**src/core/tiopb_pkg.sv**
```systemverilog
// Constants shared by the triple I/O port block.
// Assumes a single system clock and an 8-line layout per port.
package tiopb_pkg;

  localparam int LINES  = 8;
  localparam int PORTS  = 3;
  localparam int ADDR_W = 3;

  // Port numbers
  localparam int PORT_A = 0;
  localparam int PORT_B = 1;
  localparam int PORT_C = 2;

  // Register indices in the data space window
  localparam logic [2:0] PORT_A_DATA_IDX      = 3'h0;
  localparam logic [2:0] PORT_B_DATA_IDX      = 3'h1;
  localparam logic [2:0] PORT_C_DATA_IDX      = 3'h2;
  localparam logic [2:0] PORT_A_DIRECTION_IDX = 3'h3;
  localparam logic [2:0] PORT_B_DIRECTION_IDX = 3'h4;
  localparam logic [2:0] PORT_C_DIRECTION_IDX = 3'h5;

  // Reset values of data and direction registers, per port
  localparam logic [7:0] DATA_RST [0:2] = '{8'h00, 8'h00, 8'h04};
  localparam logic [7:0] DIR_RST  [0:2] = '{8'h00, 8'h00, 8'h04};

  // Fixed output type: one bit per line, set means push-pull
  localparam logic [7:0] PUSH_PULL_MASK [0:2] = '{8'h0f, 8'hff, 8'h00};
  // Lines that own a pull-up resistor
  localparam logic [7:0] PULLUP_MASK    [0:2] = '{8'h0f, 8'hff, 8'h0f};

  // Port C line positions of the shared functions
  localparam int SPI_CLOCK_LINE  = 0;
  localparam int SPI_DATA_LINE   = 1;
  localparam int SPI_ENABLE_LINE = 3;
  localparam int POWER_IRQ_LINE  = 4;
  localparam int IR_IRQ_LINE     = 6;

  // Answer for an unmapped read
  localparam logic [7:0] UNMAPPED_RDATA = 8'h00;

endpackage

```
**src/core/tiopb_line.sv**
```systemverilog
// One port line: pin synchroniser and registered pad controls.
// Assumes the pad wire is resolved outside from pin_out and pin_oe.
`timescale 1ns/100ps
module tiopb_line #(
  parameter bit PUSH_PULL = 1'b1,
  parameter bit HAS_PULLUP = 1'b1,
  parameter bit PULLUP_RST = 1'b1
)(
  // Clock and reset
  input  wire logic clk_sys,
  input  wire logic reset,
  // Line configuration
  input  wire logic dir,
  input  wire logic line_data_bit,
  input  wire logic periph_out,
  // Pad side
  input  wire logic pin_in,
  output      logic pin_out,
  output      logic pin_oe,
  output      logic pullup_en,
  output      logic pin_level
);

  logic meta_ff;
  logic level_ff;
  logic out_ff;
  logic oe_ff;
  logic pu_ff;
  logic drive_val;
  logic nxt_out;
  logic nxt_oe;
  logic nxt_pu;

  // Two-stage synchroniser, only level_ff is read
  always_ff @(posedge clk_sys or posedge reset)
  begin
    if (reset)
    begin
      meta_ff  <= 1'b0;
      level_ff <= 1'b0;
    end
    else
    begin
      meta_ff  <= pin_in;
      level_ff <= meta_ff;
    end
  end

  always_comb
  begin
    // Shared lines behave as a wired AND with the peripheral
    drive_val = line_data_bit & periph_out;
    if (PUSH_PULL)
    begin
      nxt_out = drive_val;
      nxt_oe  = dir;
    end
    else
    begin
      // Open drain: only ever pulls low
      nxt_out = 1'b0;
      nxt_oe  = dir & ~drive_val;
    end
    nxt_pu = HAS_PULLUP & ~dir & ~line_data_bit;
  end

  always_ff @(posedge clk_sys or posedge reset)
  begin
    if (reset)
    begin
      out_ff <= 1'b0;
      oe_ff  <= 1'b0;
      pu_ff  <= PULLUP_RST;
    end
    else
    begin
      out_ff <= nxt_out;
      oe_ff  <= nxt_oe;
      pu_ff  <= nxt_pu;
    end
  end

  assign pin_out   = out_ff;
  assign pin_oe    = oe_ff;
  assign pullup_en = pu_ff;
  assign pin_level = level_ff;

endmodule

```
**src/core/tiopb_top.sv**
```systemverilog
// Three 8-line general purpose ports with data and direction registers.
// Assumes a CPU data-space access port on clk_sys and external pads.
`timescale 1ns/100ps
module tiopb_top (
  // Clock and reset
  input  wire logic       clk_sys,
  input  wire logic       reset,
  // CPU data space access
  input  wire logic [2:0] reg_addr,
  input  wire logic       reg_wr_en,
  input  wire logic       reg_rd_en,
  input  wire logic [7:0] reg_wdata,
  output      logic [7:0] reg_rdata,
  // Single bit set or reset
  input  wire logic       bit_op_valid,
  input  wire logic       bit_op_set,
  input  wire logic [2:0] bit_op_addr,
  input  wire logic [2:0] bit_op_index,
  // Serial peripheral and interrupt latches
  input  wire logic       spi_clock_out,
  input  wire logic       spi_data_out,
  input  wire logic       serial_enable_line,
  output      logic       spi_clock_in,
  output      logic       spi_data_in,
  output      logic       power_interrupt_input,
  output      logic       infrared_interrupt_input,
  // Port A pads
  input  wire logic [7:0] port_a_pin_in,
  output      logic [7:0] port_a_pin_out,
  output      logic [7:0] port_a_pin_oe,
  output      logic [7:0] port_a_pullup_en,
  // Port B pads
  input  wire logic [7:0] port_b_pin_in,
  output      logic [7:0] port_b_pin_out,
  output      logic [7:0] port_b_pin_oe,
  output      logic [7:0] port_b_pullup_en,
  // Port C pads
  input  wire logic [7:0] port_c_pin_in,
  output      logic [7:0] port_c_pin_out,
  output      logic [7:0] port_c_pin_oe,
  output      logic [7:0] port_c_pullup_en
);

  logic [7:0] data_ff    [0:2];
  logic [7:0] dir_ff     [0:2];
  logic [7:0] pin_in_w   [0:2];
  logic [7:0] periph_w   [0:2];
  logic [7:0] level_w    [0:2];
  logic [7:0] out_w      [0:2];
  logic [7:0] oe_w       [0:2];
  logic [7:0] pu_w       [0:2];
  logic [7:0] readback_w [0:2];
  logic [7:0] rdata_ff;
  logic [7:0] nxt_rdata;
  logic [7:0] bit_mask;

  assign pin_in_w[0] = port_a_pin_in;
  assign pin_in_w[1] = port_b_pin_in;
  assign pin_in_w[2] = port_c_pin_in;

  // Unshared lines see an all-ones peripheral term, so data passes through
  assign periph_w[0] = 8'hff;
  assign periph_w[1] = 8'hff;
  assign periph_w[2] = {4'hf, serial_enable_line, 1'b1,
                        spi_data_out, spi_clock_out};

  assign bit_mask = 8'h01 << bit_op_index;

  // Per-line pad cells and readback
  genvar p, i;
  generate
    for (p = 0; p < tiopb_pkg::PORTS; p++)
    begin : g_port
      for (i = 0; i < tiopb_pkg::LINES; i++)
      begin : g_line
        // Bit i of both registers drives line i
        tiopb_line #(
          .PUSH_PULL  (tiopb_pkg::PUSH_PULL_MASK[p][i]),
          .HAS_PULLUP (tiopb_pkg::PULLUP_MASK[p][i]),
          .PULLUP_RST (tiopb_pkg::PULLUP_MASK[p][i] &
                       ~tiopb_pkg::DIR_RST[p][i] &
                       ~tiopb_pkg::DATA_RST[p][i])
        ) u_line (
          .clk_sys       (clk_sys),
          .reset         (reset),
          .dir           (dir_ff[p][i]),
          .line_data_bit (data_ff[p][i]),
          .periph_out    (periph_w[p][i]),
          .pin_in        (pin_in_w[p][i]),
          .pin_out       (out_w[p][i]),
          .pin_oe        (oe_w[p][i]),
          .pullup_en     (pu_w[p][i]),
          .pin_level     (level_w[p][i])
        );
      end
      // Inputs read the pin, outputs the latch
      assign readback_w[p] = (dir_ff[p] & data_ff[p]) |
                             (~dir_ff[p] & level_w[p]);
    end
  endgenerate

  // Data registers: a plain write wins over a bit operation in one cycle
  always_ff @(posedge clk_sys or posedge reset)
  begin
    if (reset)
    begin
      for (int k = 0; k < tiopb_pkg::PORTS; k++)
      begin
        data_ff[k] <= tiopb_pkg::DATA_RST[k];
      end
    end
    else
    begin
      for (int k = 0; k < tiopb_pkg::PORTS; k++)
      begin
        if (reg_wr_en &&
            reg_addr == tiopb_pkg::PORT_A_DATA_IDX + 3'(k))
        begin
          data_ff[k] <= reg_wdata;
        end
        else if (bit_op_valid &&
                 bit_op_addr == tiopb_pkg::PORT_A_DATA_IDX + 3'(k))
        begin
          // Pin levels of inputs land in the latch, moving pull-ups
          if (bit_op_set)
            data_ff[k] <= readback_w[k] | bit_mask;
          else
            data_ff[k] <= readback_w[k] & ~bit_mask;
        end
      end
    end
  end

  // Direction registers
  always_ff @(posedge clk_sys or posedge reset)
  begin
    if (reset)
    begin
      for (int k = 0; k < tiopb_pkg::PORTS; k++)
      begin
        dir_ff[k] <= tiopb_pkg::DIR_RST[k];
      end
    end
    else
    begin
      for (int k = 0; k < tiopb_pkg::PORTS; k++)
      begin
        if (reg_wr_en &&
            reg_addr == tiopb_pkg::PORT_A_DIRECTION_IDX + 3'(k))
        begin
          dir_ff[k] <= reg_wdata;
        end
        else if (bit_op_valid &&
                 bit_op_addr == tiopb_pkg::PORT_A_DIRECTION_IDX + 3'(k))
        begin
          if (bit_op_set)
            dir_ff[k] <= dir_ff[k] | bit_mask;
          else
            dir_ff[k] <= dir_ff[k] & ~bit_mask;
        end
      end
    end
  end

  // Read mux; data registers show pins for input lines
  always_comb
  begin
    case (reg_addr)
      tiopb_pkg::PORT_A_DATA_IDX:      nxt_rdata = readback_w[0];
      tiopb_pkg::PORT_B_DATA_IDX:      nxt_rdata = readback_w[1];
      tiopb_pkg::PORT_C_DATA_IDX:      nxt_rdata = readback_w[2];
      tiopb_pkg::PORT_A_DIRECTION_IDX: nxt_rdata = dir_ff[0];
      tiopb_pkg::PORT_B_DIRECTION_IDX: nxt_rdata = dir_ff[1];
      tiopb_pkg::PORT_C_DIRECTION_IDX: nxt_rdata = dir_ff[2];
      default:                         nxt_rdata =
                                         tiopb_pkg::UNMAPPED_RDATA;
    endcase
  end

  // Read data holds until the next read
  always_ff @(posedge clk_sys or posedge reset)
  begin
    if (reset)
      rdata_ff <= 8'h00;
    else if (reg_rd_en)
      rdata_ff <= nxt_rdata;
  end

  assign reg_rdata = rdata_ff;

  // Pad outputs come straight from the line cells' flip-flops
  assign port_a_pin_out   = out_w[0];
  assign port_a_pin_oe    = oe_w[0];
  assign port_a_pullup_en = pu_w[0];
  assign port_b_pin_out   = out_w[1];
  assign port_b_pin_oe    = oe_w[1];
  assign port_b_pullup_en = pu_w[1];
  assign port_c_pin_out   = out_w[2];
  assign port_c_pin_oe    = oe_w[2];
  assign port_c_pullup_en = pu_w[2];

  // Synchronised port C levels for the peripheral and latches
  assign spi_clock_in  = level_w[2][tiopb_pkg::SPI_CLOCK_LINE];
  assign spi_data_in   = level_w[2][tiopb_pkg::SPI_DATA_LINE];
  assign power_interrupt_input    = level_w[2][tiopb_pkg::POWER_IRQ_LINE];
  assign infrared_interrupt_input = level_w[2][tiopb_pkg::IR_IRQ_LINE];

  // Checks
  logic seen_ff;

  always_ff @(posedge clk_sys or posedge reset)
  begin
    if (reset)
      seen_ff <= 1'b0;
    else
      seen_ff <= 1'b1;
  end

  a_input_no_drive: assert property (@(posedge clk_sys) disable iff (reset)
    (dir_ff[0] == 8'h00) |=> (port_a_pin_oe == 8'h00))
    else $error("Port A drives a pin set as input");

  a_pullup_select: assert property (@(posedge clk_sys) disable iff (reset)
    seen_ff |=> port_b_pullup_en ==
      $past(~dir_ff[1] & ~data_ff[1]))
    else $error("Port B pull-up does not follow data and direction");

  a_push_pull_drive: assert property (@(posedge clk_sys) disable iff (reset)
    seen_ff |=> (port_b_pin_oe == $past(dir_ff[1])) &&
      ((port_b_pin_out & port_b_pin_oe) ==
       $past(data_ff[1] & dir_ff[1])))
    else $error("Port B push-pull output mismatch");

  a_read_pins: assert property (@(posedge clk_sys) disable iff (reset)
    reg_rd_en && reg_addr == tiopb_pkg::PORT_A_DATA_IDX |=>
      reg_rdata == $past((dir_ff[0] & data_ff[0]) |
                         (~dir_ff[0] & level_w[0])))
    else $error("Port A read does not show pin levels");

  a_no_pullup_high: assert property (@(posedge clk_sys) disable iff (reset)
    port_a_pullup_en[7:4] == 4'h0 && port_c_pullup_en[7:4] == 4'h0)
    else $error("Pull-up enabled on a line without one");

  a_open_drain_low: assert property (@(posedge clk_sys) disable iff (reset)
    port_c_pin_out == 8'h00 && port_a_pin_out[7:4] == 4'h0)
    else $error("Open-drain line drives a high level");

  a_open_drain_oe: assert property (@(posedge clk_sys) disable iff (reset)
    seen_ff |=> port_a_pin_oe[7:4] ==
      $past(dir_ff[0][7:4] & ~data_ff[0][7:4]))
    else $error("Open-drain line floats or pulls low wrongly");

  a_reset_values: assert property (@(posedge clk_sys) disable iff (reset)
    !seen_ff |-> data_ff[2] == 8'h04 && dir_ff[2] == 8'h04 &&
      data_ff[0] == 8'h00 && dir_ff[1] == 8'h00 &&
      port_c_pin_oe == 8'h00 && port_a_pullup_en == 8'h0f)
    else $error("Wrong register or pad state after reset");

  a_spi_wired_and: assert property (@(posedge clk_sys) disable iff (reset)
    seen_ff |=> port_c_pin_oe[0] ==
      $past(dir_ff[2][0] & ~(data_ff[2][0] & spi_clock_out)))
    else $error("Serial clock line is not a wired AND");

  a_latch_feed: assert property (@(posedge clk_sys) disable iff (reset)
    seen_ff ##1 $past(port_c_pin_in[4]) |=>
      power_interrupt_input)
    else $error("Power latch input does not follow its pin");

  a_bit_op_rmw: assert property (@(posedge clk_sys) disable iff (reset)
    bit_op_valid && bit_op_set && !reg_wr_en &&
    bit_op_addr == tiopb_pkg::PORT_B_DATA_IDX |=>
      data_ff[1] == $past(readback_w[1] | bit_mask))
    else $error("Bit set does not write back the pin levels");

  a_write_store: assert property (@(posedge clk_sys) disable iff (reset)
    reg_wr_en && reg_addr == tiopb_pkg::PORT_B_DIRECTION_IDX |=>
      dir_ff[1] == $past(reg_wdata))
    else $error("Direction write was not stored");

  a_data_write: assert property (@(posedge clk_sys) disable iff (reset)
    reg_wr_en && reg_addr == tiopb_pkg::PORT_A_DATA_IDX |=>
      data_ff[0] == $past(reg_wdata))
    else $error("Data write was not stored");

  a_dir_bit_clear: assert property (@(posedge clk_sys) disable iff (reset)
    bit_op_valid && !bit_op_set && !reg_wr_en &&
    bit_op_addr == tiopb_pkg::PORT_B_DIRECTION_IDX |=>
      dir_ff[1] == $past(dir_ff[1] & ~bit_mask))
    else $error("Bit clear on a direction register failed");

  a_unmapped_read: assert property (@(posedge clk_sys) disable iff (reset)
    reg_rd_en && reg_addr > tiopb_pkg::PORT_C_DIRECTION_IDX |=>
      reg_rdata == tiopb_pkg::UNMAPPED_RDATA)
    else $error("Unmapped read returned data");

  a_read_hold: assert property (@(posedge clk_sys) disable iff (reset)
    !reg_rd_en |=> $stable(reg_rdata))
    else $error("Read data changed without a read");

  a_port_a_drive: assert property (@(posedge clk_sys) disable iff (reset)
    seen_ff |=> (port_a_pin_oe[3:0] == $past(dir_ff[0][3:0])) &&
      ((port_a_pin_out[3:0] & port_a_pin_oe[3:0]) ==
       $past(data_ff[0][3:0] & dir_ff[0][3:0])))
    else $error("Port A push-pull output mismatch");

  a_port_c_pullup: assert property (@(posedge clk_sys) disable iff (reset)
    seen_ff |=> port_c_pullup_en ==
      $past({4'h0, ~dir_ff[2][3:0] & ~data_ff[2][3:0]}))
    else $error("Port C pull-up does not follow data and direction");

  a_serial_lines: assert property (@(posedge clk_sys) disable iff (reset)
    seen_ff |=> port_c_pin_oe[3:0] ==
      $past(dir_ff[2][3:0] & ~(data_ff[2][3:0] & {serial_enable_line,
            1'b1, spi_data_out, spi_clock_out})))
    else $error("Serial lines are not a wired AND");

  a_line_feeds: assert property (@(posedge clk_sys) disable iff (reset)
    seen_ff |=> ##1
      {infrared_interrupt_input, power_interrupt_input, spi_data_in,
       spi_clock_in} == $past({port_c_pin_in[6], port_c_pin_in[4],
                              port_c_pin_in[1:0]}, 2))
    else $error("Synchronised port C levels do not follow the pins");

  c_output_drive: cover property (@(posedge clk_sys) disable iff (reset)
    reg_wr_en ##1 port_b_pin_oe != 8'h00);
  c_pin_read: cover property (@(posedge clk_sys) disable iff (reset)
    reg_rd_en && reg_addr == tiopb_pkg::PORT_C_DATA_IDX);
  c_bit_clear: cover property (@(posedge clk_sys) disable iff (reset)
    bit_op_valid && !bit_op_set);
  c_spi_low: cover property (@(posedge clk_sys) disable iff (reset)
    port_c_pin_oe[1]);

endmodule

```
**config.mk**
```make
export PLATFORM = sky130hd
export DESIGN_NAME = tiopb_top
export DESIGN_NICKNAME = d
export VERILOG_FILES = /design/src/core/tiopb_pkg.sv /design/src/core/tiopb_line.sv /design/src/core/tiopb_top.sv
export SDC_FILE = /design/constraint.sdc
export NUM_CORES = 1
export LEC_CHECK = 0
export ABC_AREA = 1
export BUFFER_PORTS_ARGS = -buffer_cell sky130_fd_sc_hd__buf_2
export CAP_MARGIN = 20
export CORE_ASPECT_RATIO = 0.7
export CORE_MARGIN = 10
export CORE_UTILIZATION = 55
export CTS_CLUSTER_SIZE = 30
export DETAILED_ROUTE_END_ITERATION = 6
export GPL_ROUTABILITY_DRIVEN = 0
export PLACE_DENSITY = 0.9
export SYNTH_ARGS = -nofsm -noshare
export SYNTH_HDL_FRONTEND = slang
export SYNTH_SLANG_ARGS = --single-unit
```
**constraint.sdc**
```tcl
create_clock -name clk_sys -period 5.6 [get_ports clk_sys]
set_clock_uncertainty 0.15 [all_clocks]
set_input_delay 0.56 -clock clk_sys [delete_from_list [all_inputs] [get_ports clk_sys]]
set_output_delay 0.56 -clock clk_sys [all_outputs]
set_load 0.01 [all_outputs]
```
---- Yosys cells after proc, flatten, opt, wreduce, memory -nomap -nowiden ----
Cells that the tools add are included.
cells by class
  mux-type cells .......................... 19
  bitwise logic cells ..................... 99
  shifts and indexed selects .............. 1
  eq/ne operators ......................... 10
  reductions and logical operators ........ 20
operators by type and width
  operator                                                            number
  8-bit two-way mux                                                   18
  8-bit AND                                                           12
  8-bit bitwise OR                                                    9
  8-bit case mux with 6 select lines                                  1
  1-bit inverter                                                      43
  8-bit inverter                                                      4
  1-bit AND                                                           31
  3-bit by 2-bit == test with 1-bit output (second input constant)    4
  3-bit == test (second input constant)                               4
  1-bit logical AND                                                   12
  2-bit nonzero test                                                  6
  1-bit by 3-bit left shift with 8-bit output (first input constant)  1
  3-bit by 1-bit == test with 1-bit output (second input constant)    2
  3-bit zero test                                                     2
storage, ports and cells
  word-level logic and storage cells ...... 256
  output and inout bits ................... 84
  bits of input ports ..................... 50
  bits in registers ....................... 156

---- Longest topological paths before layout ----
  depth in word-level cells ............... 7
  depth in mapped cells ................... 9

---- Hierarchy ----
Synthesis repeated with hierarchy kept, for this count alone.
unflattened totals
  cell total of the unflattened synthesis .. 854
  area, all modules ....................... 7103.1 µm²
modules (own cells, without submodules)
  module                                        sequential area each (µm²)  area each (µm²)  cells an instance  instances
  tiopb_top                                     1403.8                      3996.3           634                1
  tiopb_line at g_port[0].g_line[0].u_line ...  126.4                       141.4            9                  12
  tiopb_line at g_port[0].g_line[4].u_line ...  75.1                        110.1            9                  8
  tiopb_line at g_port[2].g_line[0].u_line ...  101.3                       132.6            10                 3
  tiopb_line at g_port[2].g_line[2].u_line      100.1                       131.4            10                 1

---- Worst setup path before layout ----
Ideal clock, no wire load.
  path type ............................... input to register
  start ................................... input port reg_addr[0]
  end ..................................... register data_ff[17] in the netlist's numbering
  arrival time ............................ 1.387 ns
  required time ........................... 5.326 ns
  stages on the path ...................... 9
  path slack .............................. 3.939 ns
  setup time .............................. 0.124 ns
  cells stage by stage .................... buf_4 > nor2_4 > nand2_1 > inv_2 > nand2_2 > nand2_1 > inv_2 > nand2_1 > nand3_1
between the ends
  cells in the longest elaborated chain, start to end .. 3
ends and longest elaborated chain
  what                                                     RTL line          text
  start, declared                                          tiopb_top.sv:9    input wire logic [2:0] reg_addr,
  3-bit zero test *                                        tiopb_top.sv:117  reg_addr == tiopb_pkg::PORT_A_DATA_IDX + 3'(k))
  1-bit logical AND *                                      tiopb_top.sv:116  if (reg_wr_en &&
  8-bit two-way mux or 2-bit nonzero test (tied branches)  n/a
  end signal, assigned by index                            tiopb_top.sv:119  data_ff[k] <= reg_wdata;
  end signal, assigned by index                            tiopb_top.sv:126  data_ff[k] <= readback_w[k] | bit_mask;
  end signal, assigned by index                            tiopb_top.sv:128  data_ff[k] <= readback_w[k] & ~bit_mask;
  end, declared                                            tiopb_top.sv:44   logic [7:0] data_ff [0:2];
Every way passes the cells marked *; elsewhere a longest branch is shown, timed or not.
A chain may end at the register's enable or synchronous reset.

==> results.json <==
{
  "status": "finished with violations",
  "violations": "DRC",
  "rsz0062_at_grt": "no",
  "drive_gt1_frac": 0.200,
  "io_buffers": 113,
  "hold_violations": 0,
  "postSynthCellCount": 831,
  "ctsResizeCount": 0,
  "track_usage": 0.208,
  "critPathArrivalTime_ps": 2280,
  "max_stage_delay_ps": 590,
  "cpMostUsedCell": "nand2_1",
  "cts_hold_buf": 0,
  "first_iter_violations": 870,
  "vias_per_cell": 5.41,
  "ys_dominant_reg_cell": "dfrtp_1",
  "placed_cells": 1040,
  "min_path_type": "input port to flop",
  "critical_path.cell_chain": "buf_2 -> inv_4 -> nand4_1 -> inv_1 -> o21ai_0 -> nand2_1 -> nand2_1",
  "overflow": 0,
  "antennaDiodeCount": 0,
  "synth_area_per_cell_sq_um": 8.53,
  "wl_um": 18800,
  "cts_tree": "done",
  "dp_hpwl_um": 13400,
  "die-area_sq_um": 17900,
  "crit_path_end_kind": "flop",
  "drc": 2,
  "ant_nets": 0,
  "crit_type": "input port to flop",
  "ys_seq_area_frac": 0.553,
  "period_share": 0.378,
  "critPathSlowestCell": "nand4_1",
  "yosys_warnings": 0,
  "grt_max_degree": 105,
  "cts_htree_levels": 4,
  "core_sq_um": 12500,
  "drtPass1Iterations": 7,
  "clock-sinks": 156,
  "synth_area_leaders": "dfrtp_1, nand2_1, buf_4, dfstp_2, nand3_1",
  "cts_setup_buffers": 0,
  "fin_tns_setup_ps": 0,
  "wire_per_inst_um": 17.5,
  "yosys.area.top_type": "dfrtp_1",
  "grt_pass1_wl_um": 29400,
  "final_cells": 1072,
  "cp_data_required_time_ps": 5760,
  "clk_latency_ps": 430,
  "initial_core_util": 0.567,
  "first_global_vias": 5677,
  "synth-seq-cells": 156,
  "regArea_sq_um": 3930,
  "tightest_slew_ps": 907,
  "startpoint_type": "input port",
  "cp-startpoint": "reg_addr[2]",
  "netlist.area_leader.share": 0.490,
  "ys_async_sr_fraction": 1.00,
  "multi_input_area_sq_um": 2290,
  "synth_area_sq_um": 7090,
  "synth_common_cells": "nand2_1, dfrtp_1, inv_1",
  "cts_root_buf": "clkbuf_16",
  "clockBufferDepth": 2,
  "fmax_mhz": 472,
  "n_fill_cell": 1032,
  "period_minus_slack_ps": 2120,
  "path_max_fanout": 21,
  "ys_types": 27,
  "fp.dieW_um": 156,
  "clkSlewWorstSetupHoldPaths_ps": 70,
  "finalMaxSlewViolations": 0,
  "slew_headroom": 0.395,
  "fp-row-count": 34,
  "final_nets": 947,
  "cap_violations": 0,
  "p_leak_nw": 4.26,
  "antenna_found_initial": 2,
  "synth-edff-count": 0,
  "setup_viol": 0,
  "cts-buffers-inserted": 17,
  "synth.most_common_cell": "nand2_1",
  "die_h_um": 115,
  "area_growth_pct": 11.6,
  "vias": 5803,
  "ios": 134,
  "p_per_area_nw_per_um2": 379,
  "worstHoldStart": "port_a_pin_in[4]",
  "vdd_ir_drop_max_uv": 249
}
## area by class of cell
cell class | count | area share
multi-input cells | 526 | 0.290
repair buffers | 114 | 0.0724
inverters | 82 | 0.0402
clock buffers | 17 | 0.0538
well taps | 162 | 0.0256
clock inverters | 15 | 0.0220
flip-flops and latches | 156 | 0.496
## critical path, delay by kind of cell
kind / cells / cell delay [ps]
AOI/OAI and AO/OA: 1 / 160
buffers and inverters: 3 / 820
and+or+nand+nor: 3 / 720
## metal layers
metal	vias up	routed length, um	global-route usage
met5	-	18	0
met4	4	405	0.0609
met3	60	2940	0.0937
met2	435	8080	0.305
met1	2662	7310	0.273
li1	2642	-	-
## cells in the final DEF, fill, tap and decap left out, drive strengths merged
cell / count
clkbuf: 17
buf: 114
dfstp: 17
nand3: 68
o211ai: 11
o21a: 1
o21ai: 66
dfrtp: 139
bufinv: 2
nor3: 1
conb: 20
nand2: 268
inv: 91
nand4: 4
a21oi: 7
clkinv: 4
nor2: 80
## stage by stage
| stage | power (mW) | setup WS, ps | utilization | area [sq um] | hold WS (ps) |
|---|---|---|---|---|---|
| 4_1_cts | 3.01 | 3530 | 0.633 | 7910 | 74.7 |
| 5_1_grt | 3.12 | 3260 | 0.633 | 7910 | 76.0 |
| 6_report | 3.00 | 3480 | 0.633 | 7910 | 80.6 |
| 3_5_place_dp | 1.84 | 3090 | 0.585 | 7310 | 185 |
| 2_1_floorplan | 1.75 | 712 | - | 7160 | 181 |
| 3_3_place_gp | 1.82 | 3230 | 0.585 | 7310 | 182 |
## cell families after synthesis
group	count (synthesis)	synth area share
AO/OA/AOI/OAI	85	0.0642
buffers and inverters	168	0.133
flip-flops	156	0.553
other	1	0.000529
AND/OR/NAND/NOR	421	0.249
## path summary, 6_finish.rpt
path	to	slack, ps	cells after the start
setup / recovery	flop	3480	7
hold / removal	g_port[0].g_line[4].u_line.meta_ff$_DFF_PP0_	80	1
setup reg to reg	data_ff[9]$_DFFE_PP0P_	4040	4
hold reg to reg	g_port[0].g_line[0].u_line.pin_level$_DFF_PP0_	200	0
max in group asynchronous	data_ff[8]$_DFFE_PP0P_	3940	3
min in group asynchronous	g_port[2].g_line[5].u_line.meta_ff$_DFF_PP0_	180	2
## power by group
| group | switching [mW] | internal, mW |
|---|---|---|
| Combinational | 0.279 | 0.146 |
| Sequential | 0.0968 | 1.30 |
| Clock | 0.503 | 0.674 |
| Total | 0.879 | 2.12 |
Power figures use the tool's default switching activity.
